==> config.mk <==
export PLATFORM = sky130hd
export DESIGN_NAME = uart_channel
export DESIGN_NICKNAME = d
export VERILOG_FILES = /design/src/rtl/uart_pkg.sv /design/src/rtl/stream_if.sv /design/src/rtl/tx_fifo.sv /design/src/rtl/uart_channel.sv
export SDC_FILE = /design/constraint.sdc
export NUM_CORES = 1
export LEC_CHECK = 0
export BUFFER_PORTS_ARGS = -buffer_cell sky130_fd_sc_hd__buf_4
export CAP_MARGIN = 20
export CORE_MARGIN = 4
export CORE_UTILIZATION = 38
export DETAILED_ROUTE_END_ITERATION = 8
export PLACE_DENSITY = 0.5
export REMOVE_ABC_BUFFERS = 1
export SKIP_LAST_GASP = 1
export SYNTH_ARGS = -nofsm -noshare
export SYNTH_HDL_FRONTEND = slang
export SYNTH_HIERARCHICAL = 1
export SYNTH_SLANG_ARGS = --single-unit
export TNS_END_PERCENT = 30
==> constraint.sdc <==
create_clock -name clk_sys_i -period 4.9 [get_ports clk_sys_i]
set_input_delay 0.49 -clock clk_sys_i [delete_from_list [all_inputs] [get_ports clk_sys_i]]
set_output_delay 0.49 -clock clk_sys_i [all_outputs]
set_load 0.01 [all_outputs]
==> src/rtl/uart_pkg.sv <==
// constants shared by the asynchronous serial channel and its transmit buffer
package uart_pkg;
   // ==========================================================================
   // character length codes
   localparam logic [1:0] LEN_7 = 2'h0;
   localparam logic [1:0] LEN_8 = 2'h1;
   localparam logic [1:0] LEN_9 = 2'h2;
   localparam logic [3:0] BITS_7 = 4'h7;
   localparam logic [3:0] BITS_8 = 4'h8;
   localparam logic [3:0] BITS_9 = 4'h9;
   localparam int unsigned CHAR_MAX = 9;
   // ==========================================================================
   // count source taps
   localparam logic [1:0] SRC_UNDIV = 2'h0;
   localparam logic [1:0] SRC_DIV8  = 2'h1;
   localparam logic [1:0] SRC_DIV32 = 2'h2;
   localparam logic [1:0] SRC_SUB   = 2'h3;
   localparam logic [4:0] DIV8_LAST  = 5'h07;
   localparam logic [4:0] DIV32_LAST = 5'h1f;
   // ==========================================================================
   // oversampling: 16 ticks per bit, start bit checked at its centre
   localparam logic [3:0] PHASE_LAST  = 4'hf;
   localparam logic [3:0] START_CHECK = 4'h7;
   localparam int unsigned BRG_W      = 8;
   localparam int unsigned FIFO_DEPTH = 8;
endpackage : uart_pkg

==> src/rtl/stream_if.sv <==
// valid/ready word stream between the channel and its transmit buffer
`timescale 1ns/1ps
interface stream_if #(
   parameter int unsigned W = 9
);
   logic         push_valid;
   logic         push_ready;
   logic [W-1:0] push_data;
   logic         pop_valid;
   logic         pop_ready;
   logic [W-1:0] pop_data;
   modport buffer (input push_valid, push_data, pop_ready,
                   output push_ready, pop_valid, pop_data);
   modport user   (output push_valid, push_data, pop_ready,
                   input push_ready, pop_valid, pop_data);
endinterface : stream_if

==> src/rtl/tx_fifo.sv <==
// shift-register fifo whose head word sits in a register
`timescale 1ns/1ps
module tx_fifo #(
   parameter int unsigned W     = 9,
   parameter int unsigned DEPTH = 8
) (
   input  wire logic clk_sys_i,
   input  wire logic srst_i,
   stream_if.buffer  s
);
   localparam int unsigned CW = $clog2(DEPTH + 1);
   logic [W-1:0]  mem [DEPTH];
   logic [CW-1:0] count;
   wire           do_push = s.push_valid && s.push_ready;
   wire           do_pop  = s.pop_valid && s.pop_ready;
   wire  [CW-1:0] wr_slot = do_pop ? count - CW'(1) : count;

   assign s.push_ready = (count != CW'(DEPTH));
   assign s.pop_valid  = (count != '0);
   assign s.pop_data   = mem[0];

   // ==========================================================================
   // storage: a pop shifts every word one place toward the head
   always_ff @(posedge clk_sys_i) begin
      if (srst_i) begin
         count <= '0;
      end else begin
         count <= count + CW'(do_push) - CW'(do_pop);
      end
   end

   genvar i;
   generate
      for (i = 0; i < DEPTH; i++) begin : g_slot
         always_ff @(posedge clk_sys_i) begin
            if (srst_i) begin
               mem[i] <= '0;
            end else if (do_push && wr_slot == CW'(i)) begin
               mem[i] <= s.push_data;
            end else if (do_pop) begin
               mem[i] <= (i + 1 < DEPTH) ? mem[(i + 1) % DEPTH] : '0;
            end
         end
      end
   endgenerate

   property p_no_overfill;
      @(posedge clk_sys_i) disable iff (srst_i)
      count <= CW'(DEPTH);
   endproperty
   a_no_overfill: assert property (p_no_overfill) else $error("fifo count exceeds depth");
endmodule : tx_fifo

==> src/rtl/uart_channel.sv <==
// asynchronous serial channel: rate generator, transmitter and receiver
// Summary of operation
// - frame is one start bit then a 7, 8 or 9 bit character
// - parity odd, even or none; with none no parity bit is sent or expected
// - frame ends with one or two stop bits as configured
// - internal rate is chosen tap divided by 16(n+1); taps undivided, /8, /32, sub-clock
// - divisor n is an 8-bit software value from 00 to ff
// - external rate is the clock pin frequency divided by 16(n+1)
// - only channel 0 may use the external clock; other channels always internal
// - clock select 0 picks internal source, 1 picks the external pin
// - transmit starts only with transmit enabled and buffer not empty
// - receive starts only with receive enabled and a start bit detected
// - transmit interrupt on buffer-to-shifter move, or on shift-out end, by cause select
// - receive interrupt when a character moves into the receive buffer
// - overrun when a new character arrives before the buffer was read
// - on overrun the buffer is overwritten and no receive interrupt is raised
// - framing error when configured stop bits are not seen
// - parity error when ones count disagrees with odd or even setting
// - error sum set whenever overrun, framing or parity error occurs
// - sleep mode lets one addressed station among many receive
// - serial output high from mode select to first transfer; floats if open-drain
// - clock pin is a plain port unless the external clock is selected
// - in sleep mode only characters with most significant bit 1 are accepted
// - each bit lasts 16(n+1) cycles of the selected count source
`timescale 1ns/1ps
module uart_channel #(
   parameter bit HAS_EXT_CLK = 1'b1
) (
   input  wire logic       clk_sys_i,
   input  wire logic       srst_i,
   input  wire logic       uart_mode_i,
   input  wire logic [1:0] char_len_i,
   input  wire logic       parity_en_i,
   input  wire logic       parity_odd_i,
   input  wire logic       two_stop_i,
   input  wire logic [1:0] src_sel_i,
   input  wire logic       ext_clk_sel_i,
   input  wire logic [7:0] brg_div_i,
   input  wire logic       tx_en_i,
   input  wire logic       rx_en_i,
   input  wire logic       tx_int_cause_i,
   input  wire logic       sleep_i,
   input  wire logic       open_drain_i,
   input  wire logic [8:0] tx_data_i,
   input  wire logic       tx_valid_i,
   output wire logic       tx_ready_o,
   output wire logic       tx_buf_empty_o,
   output logic            tx_irq_o,
   output logic [8:0]      rx_data_o,
   output logic            rx_full_o,
   input  wire logic       rx_read_i,
   output logic            rx_irq_o,
   output logic            overrun_o,
   output logic            framing_o,
   output logic            parity_err_o,
   output logic            err_sum_o,
   input  wire logic       err_clr_i,
   input  wire logic       serial_in_i,
   output logic            serial_out_o,
   output wire logic       serial_out_oe_o,
   input  wire logic       ext_rate_clock_pin_i,
   input  wire logic       subclock_tap_i,
   output logic            ext_rate_clock_port_o
);
   // ==========================================================================
   // helpers
   function automatic logic [3:0] char_bits(input logic [1:0] len);
      unique case (len)
         uart_pkg::LEN_7: char_bits = uart_pkg::BITS_7;
         uart_pkg::LEN_8: char_bits = uart_pkg::BITS_8;
         default:         char_bits = uart_pkg::BITS_9;
      endcase
   endfunction

   function automatic logic [8:0] len_mask(input logic [1:0] len);
      unique case (len)
         uart_pkg::LEN_7: len_mask = 9'h07f;
         uart_pkg::LEN_8: len_mask = 9'h0ff;
         default:         len_mask = 9'h1ff;
      endcase
   endfunction

   // ==========================================================================
   // pin synchronisers; first stage feeds only the second
   logic [1:0] ext_sync;
   logic [1:0] sub_sync;
   logic [1:0] rx_sync;
   logic       ext_prev;
   logic       sub_prev;
   always_ff @(posedge clk_sys_i) begin
      if (srst_i) begin
         ext_sync <= 2'h3;
         sub_sync <= 2'h0;
         rx_sync  <= 2'h3;
         ext_prev <= 1'b1;
         sub_prev <= 1'b0;
      end else begin
         ext_sync <= {ext_sync[0], ext_rate_clock_pin_i};
         sub_sync <= {sub_sync[0], subclock_tap_i};
         rx_sync  <= {rx_sync[0], serial_in_i};
         ext_prev <= ext_sync[1];
         sub_prev <= sub_sync[1];
      end
   end
   wire rx_line  = rx_sync[1];
   wire ext_rise = ext_sync[1] && !ext_prev;
   wire sub_rise = sub_sync[1] && !sub_prev;

   // ==========================================================================
   // count source and rate generator
   logic [4:0] pre_cnt;
   logic [7:0] brg_cnt;
   // a channel without the pin ignores the select bit entirely
   wire ext_active = HAS_EXT_CLK && ext_clk_sel_i;
   wire tap_en = (src_sel_i == uart_pkg::SRC_UNDIV) ? 1'b1 :
                 (src_sel_i == uart_pkg::SRC_DIV8)  ? (pre_cnt[2:0] == uart_pkg::DIV8_LAST[2:0]) :
                 (src_sel_i == uart_pkg::SRC_DIV32) ? (pre_cnt == uart_pkg::DIV32_LAST) :
                 sub_rise;
   wire src_en = ext_active ? ext_rise : tap_en;
   wire tick16 = uart_mode_i && src_en && (brg_cnt == 8'h00);

   always_ff @(posedge clk_sys_i) begin
      if (srst_i) begin
         pre_cnt               <= 5'h00;
         brg_cnt               <= 8'h00;
         ext_rate_clock_port_o <= 1'b0;
      end else begin
         pre_cnt <= pre_cnt + 5'h01;
         if (!uart_mode_i) begin
            brg_cnt <= 8'h00;
         end else if (src_en) begin
            brg_cnt <= (brg_cnt == 8'h00) ? brg_div_i : brg_cnt - 8'h01;
         end
         ext_rate_clock_port_o <= ext_active ? 1'b0 : ext_sync[1];
      end
   end

   // ==========================================================================
   // transmit buffer
   stream_if #(.W(uart_pkg::CHAR_MAX)) txq ();
   tx_fifo #(.W(uart_pkg::CHAR_MAX), .DEPTH(uart_pkg::FIFO_DEPTH)) u_txq (
      .clk_sys_i (clk_sys_i),
      .srst_i    (srst_i),
      .s         (txq.buffer)
   );
   assign txq.push_valid = tx_valid_i;
   assign txq.push_data  = tx_data_i;
   assign tx_ready_o     = txq.push_ready;
   assign tx_buf_empty_o = !txq.pop_valid;

   // ==========================================================================
   // transmitter
   typedef enum logic [4:0] {
      TX_IDLE = 5'b00001, TX_START = 5'b00010, TX_DATA = 5'b00100,
      TX_PAR  = 5'b01000, TX_STOP  = 5'b10000
   } tx_state_t;
   tx_state_t  tx_state;
   logic [3:0] tx_phase;
   logic [3:0] tx_cnt;
   logic [8:0] tx_shift;
   logic       tx_par;
   wire [8:0] tx_word  = txq.pop_data & len_mask(char_len_i);
   wire       tx_start = uart_mode_i && tx_en_i && txq.pop_valid && tx_state == TX_IDLE;
   wire       tx_bit   = tick16 && tx_phase == uart_pkg::PHASE_LAST;
   wire       tx_last  = tx_cnt == char_bits(char_len_i) - 4'h1;
   assign txq.pop_ready = tx_start;
   // a plain driver holds the line whenever the mode is on; open-drain only pulls low
   assign serial_out_oe_o = uart_mode_i && (!open_drain_i || !serial_out_o);

   always_ff @(posedge clk_sys_i) begin
      if (srst_i || !uart_mode_i) begin
         tx_state     <= TX_IDLE;
         tx_phase     <= 4'h0;
         tx_cnt       <= 4'h0;
         tx_shift     <= 9'h000;
         tx_par       <= 1'b0;
         serial_out_o <= 1'b1;
         tx_irq_o     <= 1'b0;
      end else begin
         tx_irq_o <= 1'b0;
         if (tick16 && tx_state != TX_IDLE) begin
            tx_phase <= tx_phase + 4'h1;
         end
         unique case (tx_state)
            TX_IDLE: begin
               if (tx_start) begin
                  tx_shift     <= tx_word;
                  tx_par       <= ^tx_word ^ parity_odd_i;
                  tx_phase     <= 4'h0;
                  serial_out_o <= 1'b0;
                  tx_state     <= TX_START;
                  tx_irq_o     <= !tx_int_cause_i;
               end
            end
            TX_START: begin
               if (tx_bit) begin
                  serial_out_o <= tx_shift[0];
                  tx_shift     <= tx_shift >> 1;
                  tx_cnt       <= 4'h0;
                  tx_state     <= TX_DATA;
               end
            end
            TX_DATA: begin
               if (tx_bit) begin
                  if (tx_last) begin
                     serial_out_o <= parity_en_i ? tx_par : 1'b1;
                     tx_state     <= parity_en_i ? TX_PAR : TX_STOP;
                     tx_cnt       <= 4'h0;
                  end else begin
                     serial_out_o <= tx_shift[0];
                     tx_shift     <= tx_shift >> 1;
                     tx_cnt       <= tx_cnt + 4'h1;
                  end
               end
            end
            TX_PAR: begin
               if (tx_bit) begin
                  serial_out_o <= 1'b1;
                  tx_state     <= TX_STOP;
               end
            end
            TX_STOP: begin
               if (tx_bit) begin
                  if (two_stop_i && tx_cnt == 4'h0) begin
                     tx_cnt <= 4'h1;
                  end else begin
                     tx_state <= TX_IDLE;
                     tx_irq_o <= tx_int_cause_i;
                  end
               end
            end
            default: tx_state <= TX_IDLE;
         endcase
      end
   end

   // ==========================================================================
   // receiver
   typedef enum logic [4:0] {
      RX_IDLE = 5'b00001, RX_START = 5'b00010, RX_DATA = 5'b00100,
      RX_PAR  = 5'b01000, RX_STOP  = 5'b10000
   } rx_state_t;
   rx_state_t  rx_state;
   logic [3:0] rx_phase;
   logic [3:0] rx_cnt;
   logic [8:0] rx_shift;
   logic       rx_pbit;
   logic       rx_ferr;
   logic       rx_done;
   wire        rx_sample = tick16 && rx_phase == uart_pkg::PHASE_LAST;
   wire        rx_last   = rx_cnt == char_bits(char_len_i) - 4'h1;

   always_ff @(posedge clk_sys_i) begin
      if (srst_i || !uart_mode_i) begin
         rx_state <= RX_IDLE;
         rx_phase <= 4'h0;
         rx_cnt   <= 4'h0;
         rx_shift <= 9'h000;
         rx_pbit  <= 1'b0;
         rx_ferr  <= 1'b0;
         rx_done  <= 1'b0;
      end else begin
         rx_done <= 1'b0;
         if (tick16 && rx_state != RX_IDLE) begin
            rx_phase <= rx_phase + 4'h1;
         end
         unique case (rx_state)
            RX_IDLE: begin
               if (rx_en_i && tick16 && !rx_line) begin
                  rx_phase <= 4'h0;
                  rx_ferr  <= 1'b0;
                  rx_state <= RX_START;
               end
            end
            RX_START: begin
               // a glitch shorter than half a bit is dropped here
               if (tick16 && rx_phase == uart_pkg::START_CHECK) begin
                  rx_phase <= 4'h0;
                  rx_cnt   <= 4'h0;
                  rx_state <= rx_line ? RX_IDLE : RX_DATA;
               end
            end
            RX_DATA: begin
               if (rx_sample) begin
                  rx_shift <= {rx_line, rx_shift[8:1]};
                  rx_cnt   <= rx_last ? 4'h0 : rx_cnt + 4'h1;
                  if (rx_last) begin
                     rx_state <= parity_en_i ? RX_PAR : RX_STOP;
                  end
               end
            end
            RX_PAR: begin
               if (rx_sample) begin
                  rx_pbit  <= rx_line;
                  rx_state <= RX_STOP;
               end
            end
            RX_STOP: begin
               if (rx_sample) begin
                  if (!rx_line) begin
                     rx_ferr <= 1'b1;
                  end
                  if (two_stop_i && rx_cnt == 4'h0) begin
                     rx_cnt <= 4'h1;
                  end else begin
                     rx_done  <= 1'b1;
                     rx_state <= RX_IDLE;
                  end
               end
            end
            default: rx_state <= RX_IDLE;
         endcase
      end
   end

   // ==========================================================================
   // receive buffer and error flags; a set beats a clear in the same cycle
   wire [8:0] rx_word = rx_shift >> (4'h9 - char_bits(char_len_i));
   wire       rx_msb  = rx_word[char_bits(char_len_i) - 4'h1];
   wire       accept  = rx_done && !(sleep_i && !rx_msb);
   wire       ovr_set = accept && rx_full_o && !rx_read_i;
   wire       frm_set = accept && rx_ferr;
   wire       par_set = accept && parity_en_i && ((^rx_word ^ rx_pbit) != parity_odd_i);

   always_ff @(posedge clk_sys_i) begin
      if (srst_i) begin
         rx_data_o    <= 9'h000;
         rx_full_o    <= 1'b0;
         rx_irq_o     <= 1'b0;
         overrun_o    <= 1'b0;
         framing_o    <= 1'b0;
         parity_err_o <= 1'b0;
         err_sum_o    <= 1'b0;
      end else begin
         if (accept) begin
            rx_data_o <= rx_word;
         end
         rx_full_o    <= accept || (rx_full_o && !rx_read_i);
         rx_irq_o     <= accept && !ovr_set;
         overrun_o    <= ovr_set || (overrun_o && !err_clr_i);
         framing_o    <= frm_set || (framing_o && !err_clr_i);
         parity_err_o <= par_set || (parity_err_o && !err_clr_i);
         err_sum_o    <= ovr_set || frm_set || par_set || (err_sum_o && !err_clr_i);
      end
   end

   // ==========================================================================
   // checks
   property p_tx_cause0;
      @(posedge clk_sys_i) disable iff (srst_i)
      (tx_start && !tx_int_cause_i) |=> tx_irq_o && tx_state == TX_START;
   endproperty
   a_tx_cause0: assert property (p_tx_cause0) else $error("no irq on buffer move");

   property p_tx_gate;
      @(posedge clk_sys_i) disable iff (srst_i)
      (tx_state == TX_IDLE ##1 tx_state == TX_START) |-> $past(tx_en_i) && !serial_out_o;
   endproperty
   a_tx_gate: assert property (p_tx_gate) else $error("transmit began while disabled");

   property p_idle_high;
      @(posedge clk_sys_i) disable iff (srst_i)
      (uart_mode_i && tx_state == TX_IDLE) |-> serial_out_o && (serial_out_oe_o != open_drain_i);
   endproperty
   a_idle_high: assert property (p_idle_high) else $error("idle line not released high");

   property p_ovr_no_irq;
      @(posedge clk_sys_i) disable iff (srst_i)
      ovr_set |=> overrun_o && !rx_irq_o && rx_data_o == $past(rx_word);
   endproperty
   a_ovr_no_irq: assert property (p_ovr_no_irq) else $error("overrun mishandled");

   property p_err_sum;
      @(posedge clk_sys_i) disable iff (srst_i)
      (overrun_o || framing_o || parity_err_o) |-> err_sum_o;
   endproperty
   a_err_sum: assert property (p_err_sum) else $error("error sum missing");

   property p_par_off;
      @(posedge clk_sys_i) disable iff (srst_i)
      (rx_done && !parity_en_i && !parity_err_o && !err_clr_i) |=> !parity_err_o;
   endproperty
   a_par_off: assert property (p_par_off) else $error("parity error without parity");

   property p_sleep;
      @(posedge clk_sys_i) disable iff (srst_i)
      (rx_done && sleep_i && !rx_msb) |=> !rx_irq_o && $stable(rx_data_o);
   endproperty
   a_sleep: assert property (p_sleep) else $error("sleep accepted address-less char");

   property p_rx_gate;
      @(posedge clk_sys_i) disable iff (srst_i)
      (rx_state == RX_IDLE ##1 rx_state == RX_START) |-> $past(rx_en_i) && $past(!rx_line);
   endproperty
   a_rx_gate: assert property (p_rx_gate) else $error("receive began without start bit");

   property p_no_ext;
      @(posedge clk_sys_i) disable iff (srst_i)
      (!HAS_EXT_CLK || !ext_clk_sel_i) |-> src_en == tap_en;
   endproperty
   a_no_ext: assert property (p_no_ext) else $error("external clock used wrongly");

   property p_brg;
      @(posedge clk_sys_i) disable iff (srst_i)
      (tick16 && brg_div_i == 8'h01 && src_sel_i == uart_pkg::SRC_UNDIV && !ext_active)
         ##1 (uart_mode_i && brg_div_i == 8'h01 && src_sel_i == uart_pkg::SRC_UNDIV
              && !ext_active) |-> !tick16 ##1
         (tick16 || !(uart_mode_i && src_sel_i == uart_pkg::SRC_UNDIV && !ext_active));
   endproperty
   a_brg: assert property (p_brg) else $error("rate generator period wrong");
endmodule : uart_channel

==> out/metrics.yaml <==
synthesis:
  ys_ff_latch: 163
  muxShareOfSynthArea_pct: 3.67
  syn_avg_cell_area_um2: 10.3
  synthAdderAreaFrac_pct: 3.60
  yosys_warnings: 6
  yosys.area_share.simple_pct: 17.2
  syn-cell-area_um2: 8550
  synth-async-reset-ratio_pct: 0
  synth_top_family_by_area: "compound AO/OA/AOI/OAI gates"
  synth_compound_area_share_pct: 20.2
  syn_inst: 833
  synth_edf_count: 72
  ys_types: 78
  synthFlopType: "dfxtp_1"
  synthXorXnorAreaFrac_pct: 3.83
  yosysSeqAreaShare_pct: 46.6
grt:
  grt_util_all_layers_pct: 16.8
  grt_max_degree: 45
  grt_antenna_before_repair: 0
  grt_pass1_vias: 6394
  grt_overflow: 0
  grt_pass1_wl_mm: 33.4
drt:
  viasPerCell: 5.67
  dr.first_iter.drc_count: 380
  drc_errors: 0
  drt_wl_total_mm: 20.7
  first_pass_iters: 6
  wl_per_cell_um: 17.8
  vias: 6598
  postRouteAntennaNets: 0
cells_and_area:
  antenna_cells: 0
  syn_to_final_growth_pct: 14.1
  final_area_um2: 9760
  nets: 933
  final_core_util_pct: 44.4
  instances_no_fill: 1163
  drive_above_1_share_pct: 16.5
timing:
  slew_violations: 0
  relSlewSlack_pct: 41.8
  skew_ns: 0.00970
  period_minus_slack_ns: 3.94
  hold_viol: 0
  post-route-period-util_pct: 80.3
  fin_tns_setup_ns: 0
  clock.fmax_ghz: 0.254
  rsz0062_at_grt: "false"
  setup_viol: 0
  worst_pin_slew_ns: 0.872
floorplanning:
  die_w_um: 158
  io_pins: 60
  start_util_pct: 39.0
  die_area_um2: 25000
  core_area_um2: 22000
  die_y_um: 158
  rows: 54
clock_network:
  cts_max_path_buffers: 2
  post_cts_buffers: 0
  post_cts_resized: 0
  cts_tree: "yes"
  clock_latency_ns: 0.43
  cts_htree_levels: 4
  cts.sinks: 163
  clock-root-buffer: "clkbuf_16"
  clk_pin_slew_ns: 0.07
  hold_buffers: 0
  numCtsBuffers: 17
run:
  cap_violations: 0
place:
  placed_area_um2: 9160
  dp_cells: 1130
  port_buffers: 59
  dp_hpwl_mm: 15.2
  globalplace.congestion: 0.855
critical_path:
  crit_buf_inv: 4
  cpPeakStageDelay_ns: 0.52
  worstPathCellList: "inv_1 -> ha_1 -> nand2_1 -> nand3_1 -> or2_2 -> inv_1 -> a21bo_4 -> inv_8 -> a31oi_4 -> or2_1 -> or2_2 -> o31ai_1 -> buf_4"
  crit_fanout: 10
  startpoint_type: "register"
  crit_path_end_kind: "register"
  cpLargestDelayFamily: "simple AND/OR/NAND/NOR gates"
  worstPathArrival_ns: 4.07
  cp.required_ns: 5.03
  critPathKind: "reg2reg"
  cp_slowest_cell: "or2_1"
power_and_ir_drop:
  leakage_uw: 0.00368
  power.total_uw: 4190
  power_density_nw_per_um2: 429
  peakVddDrop_mv: 0.225
min_path:
  hp-class: "in2reg"
run_status:
  status: "completed"
flip-flops by register name, indices dropped and copies added, names as in the netlist, 2 cells and up:
signal,flops
u_txq/count,4
u_txq/mem,72
rx_data_o,9
pre_cnt,5
tx_state,5
brg_cnt,8
ext_sync,2
rx_cnt,4
tx_cnt,4
rx_shift,9
tx_phase,4
tx_shift,9
rx_state,5
sub_sync,2
rx_sync,2
rx_phase,4
final timing paths:
check,startpoint,end,slack (ns),cells after the start
max,u_txq/count[2]$_SDFF_PP0_,u_txq/mem[1][33]$_SDFFCE_PP0P_,0.96,13
min,ext_rate_clock_pin_i,ext_sync[0]$_SDFF_PP1_,0.24,2
max reg2reg,u_txq/count[2]$_SDFF_PP0_,u_txq/mem[1][33]$_SDFFCE_PP0P_,0.96,13
min reg2reg,ext_sync[0]$_SDFF_PP1_,ext_sync[1]$_SDFF_PP1_,0.42,1
where the power goes:
group          internal (uW)  total (uW)  switching, uW
combinational            426        1140            709
clock                    756        1320            567
sequential              1640        1730           90.4
cell families (layout without fill, tap and decap cells):
family | count (synthesis) | after routing
and+or+nand+nor | 260 | 260
AOI/OAI and AO/OA | 231 | 231
DFF | 163 | 163
adders and majority gates | 24 | 24
muxes | 31 | 31
buffers and inverters | 89 | 139
xor gates and xnor gates | 35 | 35
synth_stat cells (all sizes together) (4+ instances only):
cell type,number,area (um2)
nor4b,5,65.1
xnor2,17,156
a221oi,4,35.0
nand2,41,154
o21ai,41,209
o21a,5,37.5
buf,30,189
a211oi,16,135
dfxtp,91,1820
inv,35,139
mux2i,28,280
o211ai,7,57.6
a31oi,6,52.6
a311oi,5,50.0
and2,11,68.8
nor2,64,240
nor3,26,158
or3,7,43.8
a22o,27,236
and3,9,56.3
nand3,34,175
ha,23,288
edfxtp,72,2160
nor2b,17,106
xor2,17,149
or4,4,30.0
nand4b,6,52.6
a32o,36,360
clkbuf,24,90.1
a21oi,56,299
or2,11,68.8
nor4,5,91.3
o31ai,5,37.5
nand2b,6,37.5
cells in the final DEF, fill, tap and decap left out, types with 4 or more instances in the layout:
cell and n:
a211oi_1 13, a21oi_1 51, a21oi_2 5, a221oi_1 4
a22o_1 27, a311oi_1 4, a31oi_1 5, a32o_1 36
and2_1 11, and3_1 9, buf_4 71, clkbuf_16 17
dfxtp_1 91, edfxtp_1 72, ha_1 23, inv_1 34
mux2i_1 28, nand2_1 41, nand2b_1 6, nand3_1 33
nand4b_1 6, nor2_1 63, nor2b_1 17, nor3_1 23
nor4_4 4, o211ai_1 6, o21a_1 5, o21ai_0 39
o31ai_1 5, or2_2 9, or3_1 7, or4_1 4
xnor2_1 16, xor2_1 17
cell type report:
type | instances | area (um2)
fill | 2110 | 12200
multi-input combinational | 581 | 4150
sequential | 163 | 3980
timing repair buffer | 72 | 548
clock buffer | 18 | 429
tap | 280 | 350
clock inverter | 14 | 153
inverter | 35 | 139
metal layers:
layer / track usage (%) / vias up / routed length [um]
li1: - / 3187 / -
met1: 23.9 / 3216 / 9880
met2: 26.0 / 176 / 9490
met3: 3.36 / 19 / 1090
met4: 4.96 / 0 / 236
met5: 0 / - / 0
worst register-to-register path, delay by kind of cell, from the launching register on:
family          cells  cell delay (ns)
flops               1             0.46
simple gates        5             1.50
buf+inv             4             0.72
fa+ha+maj           1             0.28
compound gates      3             0.67
metrics by stage:
stage | worst slack, ns | hold slack (ns)
after global placement | 1.12 | 0.397
after CTS | 0.951 | 0.223
after detailed placement | 0.991 | 0.402
final | 0.964 | 0.243
after floorplan | 1.02 | 0.389
after global routing | 0.706 | 0.228
Power figures use the tool's default switching activity.
